File: src/verilog/sc_pkg.sv
package sc_pkg;
  // command codes seen as the two command bytes of a write frame
  localparam logic [15:0] SC_CMD_CLEAR_STATUS = 16'h3041;
  localparam logic [15:0] SC_CMD_HEATER_ON = 16'h306D;
  localparam logic [15:0] SC_CMD_HEATER_OFF = 16'h3066;
  localparam logic [15:0] SC_CMD_READ_STATUS = 16'hF32D;
  localparam logic [15:0] SC_CMD_FETCH_MEAS = 16'hE000;
  // status word field positions
  localparam int SC_BIT_ALERT_PEND = 15;
  localparam int SC_BIT_HEATER = 13;
  localparam int SC_BIT_HUM_ALERT = 11;
  localparam int SC_BIT_TEMP_ALERT = 10;
  localparam int SC_BIT_RESET_SEEN = 4;
  localparam int SC_BIT_CMD_FAIL = 1;
  localparam int SC_BIT_WR_CRC_FAIL = 0;
  // values after reset
  localparam logic SC_RST_ALERT_PEND = 1'b1;
  localparam logic SC_RST_HEATER = 1'b0;
  localparam logic SC_RST_HUM_ALERT = 1'b0;
  localparam logic SC_RST_TEMP_ALERT = 1'b0;
  localparam logic SC_RST_RESET_SEEN = 1'b1;
  localparam logic SC_RST_CMD_FAIL = 1'b0;
  localparam logic SC_RST_WR_CRC_FAIL = 1'b0;
  // checksum properties
  localparam logic [7:0] SC_CRC_POLY = 8'h31;
  localparam logic [7:0] SC_CRC_INIT = 8'hFF;
  localparam logic [7:0] SC_CRC_FINAL_XOR = 8'h00;
  // frame byte counts, last read index and idle byte
  localparam logic [2:0] SC_LEN_CMD = 3'h2;
  localparam logic [2:0] SC_LEN_CMD_DATA = 3'h5;
  localparam logic [2:0] SC_LEN_OVER = 3'h6;
  localparam logic [2:0] SC_RD_LAST = 3'h7;
  localparam logic [7:0] SC_IDLE_BYTE = 8'hFF;
  // source of the bytes a host reads
  typedef enum logic [1:0] {SC_RD_NONE, SC_RD_STATUS, SC_RD_MEAS} sc_rd_src_t;
endpackage : sc_pkg

File: src/verilog/sc_crc8.sv
`timescale 1ns/1ns
`default_nettype none
// registered checksum of one 16-bit word, one cycle of latency
module sc_crc8 (
  input wire logic clk,
  input wire logic rst,
  input wire logic [15:0] word,
  output logic [7:0] crc
);
  import sc_pkg::*;

  logic [7:0] crc_r; // registered checksum
  logic [7:0] crc_nxt; // checksum of the present word

  // msb-first shift over both bytes, no reflection
  function automatic logic [7:0] sc_crc_word(input logic [15:0] w);
    logic [7:0] c;
    logic fb;
    c = SC_CRC_INIT;
    for (int i = 15; i >= 0; i--) begin
      fb = c[7] ^ w[i];
      c = {c[6:0], 1'b0} ^ (fb ? SC_CRC_POLY : 8'h00);
    end
    return c ^ SC_CRC_FINAL_XOR;
  endfunction : sc_crc_word

  // next value, over the two bytes only
  always_comb begin
    crc_nxt = sc_crc_word(word);
  end

  // register
  always_ff @(posedge clk) begin
    if (rst) begin
      crc_r <= SC_CRC_INIT;
    end else begin
      crc_r <= crc_nxt;
    end
  end

  assign crc = crc_r;
endmodule : sc_crc8
`default_nettype wire

File: src/verilog/sc_status.sv
`timescale 1ns/1ns
`default_nettype none
module sc_status (
  input wire logic clk,
  input wire logic rst,
  input wire logic wr_start,
  input wire logic wr_valid,
  input wire logic [7:0] wr_byte,
  input wire logic wr_stop,
  input wire logic rd_start,
  input wire logic rd_req,
  output logic [7:0] rd_byte,
  input wire logic soft_reset,
  input wire logic supply_fail,
  input wire logic hum_alert,
  input wire logic temp_alert,
  input wire logic meas_valid,
  input wire logic [15:0] raw_humidity_code,
  input wire logic [15:0] raw_temperature_code,
  input wire logic cmd_known,
  output logic [15:0] cmd_word,
  output logic [15:0] cmd_data,
  output logic cmd_strobe,
  output logic heater_on,
  output logic [15:0] status_word
);
  import sc_pkg::*;

  // status flags
  logic pend_r, pend_nxt; // alert pending
  logic heat_r, heat_nxt; // heater on
  logic hal_r, hal_nxt; // humidity tracking alert
  logic tal_r, tal_nxt; // temperature tracking alert
  logic rsf_r, rsf_nxt; // reset detected
  logic cmdf_r, cmdf_nxt; // last command rejected
  logic wcf_r, wcf_nxt; // last write checksum failed
  // write frame capture
  logic [7:0] wb_r [0:4]; // received bytes
  logic [7:0] wb_nxt [0:4];
  logic [2:0] wcnt_r, wcnt_nxt; // bytes in frame, saturates
  logic strobe_r, strobe_nxt; // command handed on
  // read side
  sc_rd_src_t src_r, src_nxt; // what the host reads
  logic [15:0] rw0_r, rw0_nxt; // first word to send
  logic [15:0] rw1_r, rw1_nxt; // second word to send
  logic [2:0] ridx_r, ridx_nxt; // next byte index
  logic [7:0] rbyte_r, rbyte_nxt; // byte on the read port
  // measurements
  logic [15:0] hum_r, hum_nxt; // last humidity code
  logic [15:0] temp_r, temp_nxt; // last temperature code
  // checksums
  logic [7:0] wr_crc; // over written data word
  logic [7:0] rw0_crc; // over first read word
  logic [7:0] rw1_crc; // over second read word
  logic [15:0] status; // assembled status word
  logic [15:0] cword; // command bytes

  assign cword = {wb_r[0], wb_r[1]};

  // status word layout, reserved bits at zero
  always_comb begin
    status = 16'h0000;
    status[SC_BIT_ALERT_PEND] = pend_r;
    status[SC_BIT_HEATER] = heat_r;
    status[SC_BIT_HUM_ALERT] = hal_r;
    status[SC_BIT_TEMP_ALERT] = tal_r;
    status[SC_BIT_RESET_SEEN] = rsf_r;
    status[SC_BIT_CMD_FAIL] = cmdf_r;
    status[SC_BIT_WR_CRC_FAIL] = wcf_r;
  end

  // checksum of the written data word
  sc_crc8 u_crc_wr (
    .clk(clk),
    .rst(rst),
    .word({wb_r[2], wb_r[3]}),
    .crc(wr_crc)
  );

  // checksum of the first word read out
  sc_crc8 u_crc_rd0 (
    .clk(clk),
    .rst(rst),
    .word(rw0_r),
    .crc(rw0_crc)
  );

  // checksum of the second word read out
  sc_crc8 u_crc_rd1 (
    .clk(clk),
    .rst(rst),
    .word(rw1_r),
    .crc(rw1_crc)
  );

  // pick the read byte for an index: word msb, lsb, checksum
  function automatic logic [7:0] sc_rd_pick(input sc_rd_src_t s, input logic [2:0] idx,
                                           input logic [15:0] w0, input logic [7:0] c0,
                                           input logic [15:0] w1, input logic [7:0] c1);
    logic [7:0] b;
    b = SC_IDLE_BYTE;
    if (s != SC_RD_NONE) begin
      case (idx)
        3'h0: b = w0[15:8];
        3'h1: b = w0[7:0];
        3'h2: b = c0;
        3'h3: b = (s == SC_RD_MEAS) ? w1[15:8] : SC_IDLE_BYTE;
        3'h4: b = (s == SC_RD_MEAS) ? w1[7:0] : SC_IDLE_BYTE;
        3'h5: b = (s == SC_RD_MEAS) ? c1 : SC_IDLE_BYTE;
        default: b = SC_IDLE_BYTE;
      endcase
    end
    return b;
  endfunction : sc_rd_pick

  // next state of flags, frame capture and read side
  always_comb begin
    pend_nxt = pend_r;
    heat_nxt = heat_r;
    hal_nxt = hal_r;
    tal_nxt = tal_r;
    rsf_nxt = rsf_r;
    cmdf_nxt = cmdf_r;
    wcf_nxt = wcf_r;
    for (int i = 0; i < 5; i++) begin
      wb_nxt[i] = wb_r[i];
    end
    wcnt_nxt = wcnt_r;
    strobe_nxt = 1'b0;
    src_nxt = src_r;
    rw0_nxt = rw0_r;
    rw1_nxt = rw1_r;
    ridx_nxt = ridx_r;
    rbyte_nxt = rbyte_r;
    hum_nxt = hum_r;
    temp_nxt = temp_r;
    // new write frame
    if (wr_start) begin
      wcnt_nxt = 3'h0;
    end else if (wr_valid) begin
      // store a byte, count saturates past the longest frame
      if (wcnt_r < SC_LEN_CMD_DATA) begin
        wb_nxt[wcnt_r] = wr_byte;
      end
      if (wcnt_r != SC_LEN_OVER) begin
        wcnt_nxt = wcnt_r + 3'h1;
      end
    end else if (wr_stop) begin
      // execute the frame
      if (wcnt_r == SC_LEN_CMD) begin
        cmdf_nxt = 1'b0;
        if (cword == SC_CMD_CLEAR_STATUS) begin
          pend_nxt = 1'b0;
          hal_nxt = 1'b0;
          tal_nxt = 1'b0;
          rsf_nxt = 1'b0;
        end else if (cword == SC_CMD_HEATER_ON) begin
          heat_nxt = 1'b1;
        end else if (cword == SC_CMD_HEATER_OFF) begin
          heat_nxt = 1'b0;
        end else if (cword == SC_CMD_READ_STATUS) begin
          src_nxt = SC_RD_STATUS;
          rw0_nxt = status;
        end else if (cword == SC_CMD_FETCH_MEAS) begin
          src_nxt = SC_RD_MEAS;
          rw0_nxt = temp_r;
          rw1_nxt = hum_r;
        end else if (cmd_known) begin
          strobe_nxt = 1'b1;
        end else begin
          cmdf_nxt = 1'b1;
        end
      end else if (wcnt_r == SC_LEN_CMD_DATA) begin
        // command with one protected data word
        wcf_nxt = (wr_crc != wb_r[4]);
        cmdf_nxt = (wr_crc != wb_r[4]) || !cmd_known;
        strobe_nxt = (wr_crc == wb_r[4]) && cmd_known;
      end else begin
        cmdf_nxt = 1'b1;
      end
    end
    // sticky events after the clear, so a set wins
    if (hum_alert) begin
      hal_nxt = 1'b1;
      pend_nxt = 1'b1;
    end
    if (temp_alert) begin
      tal_nxt = 1'b1;
      pend_nxt = 1'b1;
    end
    if (supply_fail) begin
      rsf_nxt = 1'b1;
    end
    // measurement capture
    if (meas_valid) begin
      hum_nxt = raw_humidity_code;
      temp_nxt = raw_temperature_code;
    end
    // read byte stream
    if (rd_start) begin
      ridx_nxt = 3'h0;
    end else if (rd_req) begin
      rbyte_nxt = sc_rd_pick(src_r, ridx_r, rw0_r, rw0_crc, rw1_r, rw1_crc);
      if (ridx_r != SC_RD_LAST) begin
        ridx_nxt = ridx_r + 3'h1;
      end
    end
    // soft reset returns the flags, read source, frame count and strobe to defaults but marks the reset
    if (soft_reset) begin
      pend_nxt = SC_RST_ALERT_PEND;
      heat_nxt = SC_RST_HEATER;
      hal_nxt = SC_RST_HUM_ALERT;
      tal_nxt = SC_RST_TEMP_ALERT;
      rsf_nxt = 1'b1;
      cmdf_nxt = SC_RST_CMD_FAIL;
      wcf_nxt = SC_RST_WR_CRC_FAIL;
      src_nxt = SC_RD_NONE;
      wcnt_nxt = 3'h0;
      strobe_nxt = 1'b0;
    end
  end

  // register everything
  always_ff @(posedge clk) begin
    if (rst) begin
      pend_r <= SC_RST_ALERT_PEND;
      heat_r <= SC_RST_HEATER;
      hal_r <= SC_RST_HUM_ALERT;
      tal_r <= SC_RST_TEMP_ALERT;
      rsf_r <= SC_RST_RESET_SEEN;
      cmdf_r <= SC_RST_CMD_FAIL;
      wcf_r <= SC_RST_WR_CRC_FAIL;
      for (int i = 0; i < 5; i++) begin
        wb_r[i] <= 8'h00;
      end
      wcnt_r <= 3'h0;
      strobe_r <= 1'b0;
      src_r <= SC_RD_NONE;
      rw0_r <= 16'h0000;
      rw1_r <= 16'h0000;
      ridx_r <= 3'h0;
      rbyte_r <= SC_IDLE_BYTE;
      hum_r <= 16'h0000;
      temp_r <= 16'h0000;
    end else begin
      pend_r <= pend_nxt;
      heat_r <= heat_nxt;
      hal_r <= hal_nxt;
      tal_r <= tal_nxt;
      rsf_r <= rsf_nxt;
      cmdf_r <= cmdf_nxt;
      wcf_r <= wcf_nxt;
      for (int i = 0; i < 5; i++) begin
        wb_r[i] <= wb_nxt[i];
      end
      wcnt_r <= wcnt_nxt;
      strobe_r <= strobe_nxt;
      src_r <= src_nxt;
      rw0_r <= rw0_nxt;
      rw1_r <= rw1_nxt;
      ridx_r <= ridx_nxt;
      rbyte_r <= rbyte_nxt;
      hum_r <= hum_nxt;
      temp_r <= temp_nxt;
    end
  end

  // outputs
  assign rd_byte = rbyte_r;
  assign cmd_word = cword;
  assign cmd_data = {wb_r[2], wb_r[3]};
  assign cmd_strobe = strobe_r;
  assign heater_on = heat_r;
  assign status_word = status;
endmodule : sc_status
`default_nettype wire

File: config.mk
export PLATFORM = sky130hd
export DESIGN_NAME = sc_status
export DESIGN_NICKNAME = d
export VERILOG_FILES = /design/src/verilog/sc_pkg.sv /design/src/verilog/sc_crc8.sv /design/src/verilog/sc_status.sv
export SDC_FILE = /design/constraint.sdc
export NUM_CORES = 1
export LEC_CHECK = 0
export ABC_AREA = 0
export ABC_CLOCK_PERIOD_IN_PS = 3300
export BUFFER_PORTS_ARGS = -buffer_cell sky130_fd_sc_hd__buf_2
export CORE_UTILIZATION = 58
export DETAILED_ROUTE_END_ITERATION = 10
export PLACE_DENSITY = 0.81
export SETUP_SLACK_MARGIN = 0.05
export SYNTH_ARGS = -nofsm -noshare
export SYNTH_HDL_FRONTEND = slang
export SYNTH_HIERARCHICAL = 1
export SYNTH_SLANG_ARGS = --single-unit
File: constraint.sdc
create_clock -name clk -period 3.3 [get_ports clk]
set_clock_uncertainty 0.05 [all_clocks]
set_input_delay 0.495 -clock clk [delete_from_list [all_inputs] [get_ports clk]]
set_output_delay 0.495 -clock clk [all_outputs]
set_load 0.05 [all_outputs]
# Yosys cells after proc, flatten, opt, wreduce, memory -nomap -nowiden
# Memories as Yosys holds them, arrays and structs flattened.
# Cells that the tools add are included.
[classes]
n_addsub = 2
n_eq_ne = 21
magnitude_cmp = 3
n_bitwise = 108
reduce_logical = 31
muxes = 96
[ops]
columns = ["cell", "count"]
rows = [
  ["8-bit bitwise XOR", 45],
  ["6-bit two-way mux", 48],
  ["40-bit two-way mux", 3],
  ["8-bit two-way mux", 10],
  ["16-bit by 14-bit equality test with 1-bit output, second input constant", 3],
  ["8-bit case mux with 6 select lines", 1],
  ["1-bit bitwise XOR", 45],
  ["40-bit bitwise mux", 1],
  ["16-bit equality test, second input constant", 2],
  ["16-bit two-way mux", 2],
  ["1-bit two-way mux", 28],
  ["8-bit demux with 3-bit select", 1],
  ["7-bit inverter", 3],
  ["5-bit AND reduction", 4],
  ["2-bit nonzero test", 9],
  ["3-bit by 2-bit equality test with 1-bit output, second input constant", 3],
  ["3-bit equality test, second input constant", 3],
  ["1-bit inverter", 9],
  ["9-bit AND reduction", 1],
  ["8-bit equality test", 1],
  ["2-bit by 1-bit != test with 1-bit output, second input constant", 4],
  ["8-bit != test", 1],
  ["8-bit AND reduction", 1],
  ["3-bit by 1-bit adder with 3-bit output, second input constant", 2],
  ["other kinds (20)", 31],
]
[totals]
reg_bits = 112
word_cells = 281
in_bits = 53
n_memories = 1
ram_bits = 40
[mem_list]
columns = ["name", "depth", "width", "read_ports", "rd_ports_with_merged_regs", "write_ports", "line_no", "text"]
rows = [
  ["wb_r", 5, 8, 5, 0, 5, "sc_status.sv:38", "logic [7:0] wb_r [0:4];"],
]

# Longest topological paths before layout
# An unclocked memory read counts as a cell.
[logic_depth]
depth_word = 48
depth_mapped = 9

# Modules after synthesis
# The synthesis kept the hierarchy.
[by_module_without_submodules]
columns = ["mod", "area_per_inst_um2", "seq_area_each_um2", "cells_per_inst", "instances"]
rows = [
  ["sc_status", 5755.5, 2562.5, 623, 1],
  ["sc_crc8", 630.6, 160.2, 51, 3],
]

# Least setup slack after synthesis
# OpenSTA, ideal clock, no wires.
[synth_timing]
path_kind = "reg-to-reg"
startpoint = "register ridx_r[2]"
endpoint = "register rbyte_r[1] (netlist: rd_byte[1])"
setup_time_ns = 0.071
period_less_slack_ns = 2.297
stages_incl_launch_ff = 10
path_buffers = 3
required_ns = 3.179
arrival_ns = 2.176
slack_ns = 1.003
cell_sequence = "dfxtp_1 -> clkbuf_1 -> clkbuf_1 -> inv_1 -> ha_1 -> clkbuf_1 -> or3_1 -> o221ai_1 -> a2111oi_0 -> o21bai_1"
[synth_between]
elab_chain_cells = 3
word_cells_on_any_way = 8
[synth_rtl]
columns = ["element", "line_no", "text"]
rows = [
  ["start: declaration", "sc_status.sv:46", "logic [2:0] ridx_r, ridx_nxt;"],
  ["start signal: assignment", "sc_status.sv:261", "ridx_r <= ridx_nxt;"],
  ["3-bit equality test, or another cell as far along", "sc_status.sv:103", "case (idx)"],
  ["8-bit case mux with 6 select lines (*)", "sc_status.sv:103", ""],
  ["8-bit two-way mux (*)", "sc_status.sv:102", "if (s != SC_RD_NONE) begin"],
  ["end signal: assignment", "sc_status.sv:262", "rbyte_r <= rbyte_nxt;"],
  ["end: declaration", "sc_status.sv:47", "logic [7:0] rbyte_r, rbyte_nxt;"],
]
# Every way passes the cells marked *; elsewhere a longest branch is shown, timed or not.
# A chain may end at the register's enable or synchronous reset.

# Worst setup path in the final report
# Ends and elaborated chain as after synthesis.

==> results summary <==
The run finished with clean final reports. The slowest stage of the critical path belongs to the cell dfxtp_1. 0 antenna diodes ended up in the layout. The total number of placement rows is 41. The maximum cell stage delay along the critical path came out at 680 ps. For the worst setup path, the data required time is 3600 ps. For this design, the CTS-stage hold fixing added 0 buffers. The average vias per placed instance came out at 5.55. The die boundary width came out at 117 µm. The summed area of non-filler cells in the final layout is 8410 µm².

In the post-synthesis netlist, the biggest area contributors are dfxtp_1, mux2i_1, nor2_1. Across all layers, the routed design uses 5554 vias. The biggest fanout along the worst timing path is 20. The max capacitance violation total came out at 0. After synthesis the netlist holds a flip-flop and latch count of 152. The most used flip-flop cell after synthesis is dfxtp_1. The share of layout cells above drive strength 1 came out at 18.7%.

The maximum level of the CTS H-tree came out at 4. The worst relative slew slack is 34.5%. After the first detailed-routing iteration, the DRC count stood at 423. The worst-skew pair later-pin latency is 430 ps.

The area of the die came out at 13600 µm². The startpoint identified for the worst hold timing path is supply_fail. A synthesized cell averages 9.85 µm². The congestion estimate from routability-driven global placement came to 0.896. The capturing point of the worst reg2reg path is rd_byte[1]$_SDFFE_PP1P_. The post-synthesis instance area came out at 7650 µm². STA classifies the critical path startpoint as a register. Setup repair after global routing left no endpoint under its margin. The depth of the most critical reg-to-reg path came out at 6. The count of input and output buffers is 101. The DRC violation count after routing came out at 0. The initial antenna violation count is 0.

The count of instances resized after the clock tree is built is 0. The number of hold violations in the final report came out at 0. The synthesized netlist cell count came out at 776. The largest area contributor in the synthesized netlist is dfxtp_1.

The reg-to-reg setup timing slack came out at 790 ps. The initial core utilization is 60.1%. The critical path in this run is classified as reg -> reg. The wire length of the first global-routing pass came out at 27200 µm. The floorplan step set the die height to 117 µm. The total number of nets in the final design came out at 881. Sequential elements use 39.8% of the synthesized area. The all-layer global routing usage is 26.3%. The power density over the cells came out at 479 nW/µm².

The number of detailed-routing iterations run before antenna repair came out at 5. The actual transition at the worst max-transition pin is 982 ps. Traced cell by cell, the critical path runs through inv_1, ha_1, or3_1, o221ai_1, a2111oi_0, o21bai_1. The worst register-to-register path begins at ridx_r[2]$_SDFFE_PP0P_. The clock-pin transition on the worst setup and hold timing paths is 60 ps.

The area growth from synthesis to final layout is 9.95%. The cell at the root of the clock tree is clkbuf_16. The largest net degree at the start of global routing came out at 92. In this run the count of I/O pins placed on the die edge is 111. The TritonCTS buffer count came out at 17. The core area came out at 12700 µm². The number of global-route vias before repair came to 5481.

Summed over all nets, the half-perimeter wirelength after detailed placement is 12000 µm. The longest clock path from root to sink contains 2 buffers. The most critical setup path has its startpoint at ridx_r[2]$_SDFFE_PP0P_. The path class of the tightest hold or removal check is in -> reg. The minimum clock period after layout came out at 2510 ps. The async set-or-reset flop fraction in the synthesized netlist came out at 0%. The setup TNS after final layout is 0 ps. After detailed routing, the total wire length is 17000 µm.

The leakage power summed over all cells is 3.77 nW. The maximum resistive drop on vdd came out at 0.320 mV. In this run the biggest area consumer among cell types represents 39.8% of the synthesized area. The final period utilization came out at 75.9%. Counting distinct cell types in the post-synthesis netlist gives 61.

The count of antenna-violating nets left after detailed routing came out at 0. The timing-limited maximum frequency is 399 MHz. The number of cells on the worst hold path came out at 2.

The number of setup buffers added after CTS came out at 0. The final global-route overflow total is 0. The final max-slew violation count came out at 0. The worst setup path is captured at a register. The number of clock sinks seen by CTS came out at 152. The terminating pin of the worst hold path is rsf_r$_SDFFE_PP1P_. After detailed placement, the total cell area comes to 7860 µm².

The CTS tree is yes. The count of flip-flops with a built-in enable after synthesis came out at 0. The detailed-route wire length per cell came out at 17.0 µm. The number of setup violations in the final report came out at 0. Data arrives at the worst endpoint at 2810 ps. The warning count from the yosys run came out at 6.
[power breakdown]
part | total, mW | switching [mW] | internal [mW]
logic | 0.286 | 0.183 | 0.103
clock network | 1.83 | 0.707 | 1.12
registers | 1.92 | 0.0316 | 1.88
total | 4.03 | 0.921 | 3.11
[cells by family after synthesis]
logic type	synth area share, %
fa+ha+maj	1.47
flops	39.8
buf+inv	7.77
compound gates	9.15
xor+xnor	15.7
simple gates	14.5
mux	11.5
other cells	0.0490
[final cells by class]
cell class              instances  area (µm²)
multi-input cells             536        4040
well taps                     172         215
clock inverters                 3        40.0
fillers                       997        4310
clock buffers                  26         509
inverters                       8        30.0
repair buffers                104         531
flip-flops and latches        152        3040
[cell usage after synthesis (2+ instances only)]
master	number
a2111oi_0	9
a211oi_1	8
a21oi_1	24
a221o_1	8
a222oi_1	6
a22oi_1	11
and4_1	2
buf_1	3
buf_4	53
buf_8	3
clkbuf_1	28
dfxtp_1	152
ha_1	9
inv_1	8
mux2i_1	88
nand2_1	41
nand2b_1	16
nand3_1	7
nand3b_1	2
nor2_1	132
nor2b_1	10
nor3_1	9
nor3b_1	3
nor4_1	2
o21a_1	6
o21ai_0	4
o21bai_1	8
o221ai_1	2
or3_1	3
xnor2_1	47
xnor2_2	6
xnor2_4	3
xnor3_1	6
xnor3_2	6
xnor3_4	3
xor2_1	21
xor3_1	3
[metrics by stage]
step                      power [mW]  utilization (%)  instances  hold slack [ps]  worst slack, ps
after floorplan                 2.17                -        784              381             1000
after detailed placement        2.24             61.8        972              394              852
after CTS                       4.05             66.1       1001              192              873
after global routing            4.16             66.1       1001              202              577
after global placement          2.23             61.8        972              391              934
final                           4.03             66.1       1001              213              794
[routing by layer]
metal	vias to the layer above	part of all wire (%)	track usage [%]
li1	2683	-	-
met1	2653	42	32.1
met2	186	50	44.8
met3	32	5.1	5.61
met4	0	2.3	11.7
met5	-	0	0
[state kept, by name, summed over array words and instances, names as in the netlist, 8 cells and up]
signal / flops
hum_r: 16
rd_byte: 8
rw0_r: 16
rw1_r: 16
temp_r: 16
u_crc_rd0/crc: 8
u_crc_rd1/crc: 8
u_crc_wr/crc: 8
wb_r: 40
[how the worst max path moves through the flow]
stage | to | slack [ps] | cells past startpoint
global placement | rw1_r[4]$_SDFFE_PP0P_ | 930 | 7
detailed placement | rw1_r[6]$_SDFFE_PP0P_ | 850 | 7
global route | rd_byte[1]$_SDFFE_PP1P_ | 580 | 6
CTS | rd_byte[1]$_SDFFE_PP1P_ | 870 | 6
floorplan | rd_byte[1]$_SDFFE_PP1P_ | 1000 | 9
finish | rd_byte[1]$_SDFFE_PP1P_ | 790 | 6
[worst max-delay path, delay by kind of cell (launching register included)]
| family | cells | cell delay, ps |
|---|---|---|
| flip-flops | 1 | 680 |
| AND/OR/NAND/NOR | 1 | 390 |
| AO/OA/AOI/OAI | 3 | 890 |
| adder cells (fa/ha/maj) | 1 | 330 |
| buffers and inverters | 1 | 100 |
[cell usage in the layout, fill, tap and decap left out, drive strengths merged, types with 2 or more instances in the layout]
cell and count:
buf 104, nand2 41, o21ai 5, nor4 3
nand2b 17, xor2 21, o21bai 8, o21a 7
nand3 7, conb 9, o221ai 2, nor3b 3
a211oi 8, a22oi 11, clkinv 2, nand3b 2
a222oi 6, a2111oi 9, nor2b 10, a21oi 24
and4 3, dfxtp 152, mux2i 88, xnor3 15
xor3 3, xnor2 56, nor3 10, ha 9
inv 8, or3 3, a221o 8, nor2 132
clkbuf 26
Note: power is estimated with default switching activity, not from simulation.
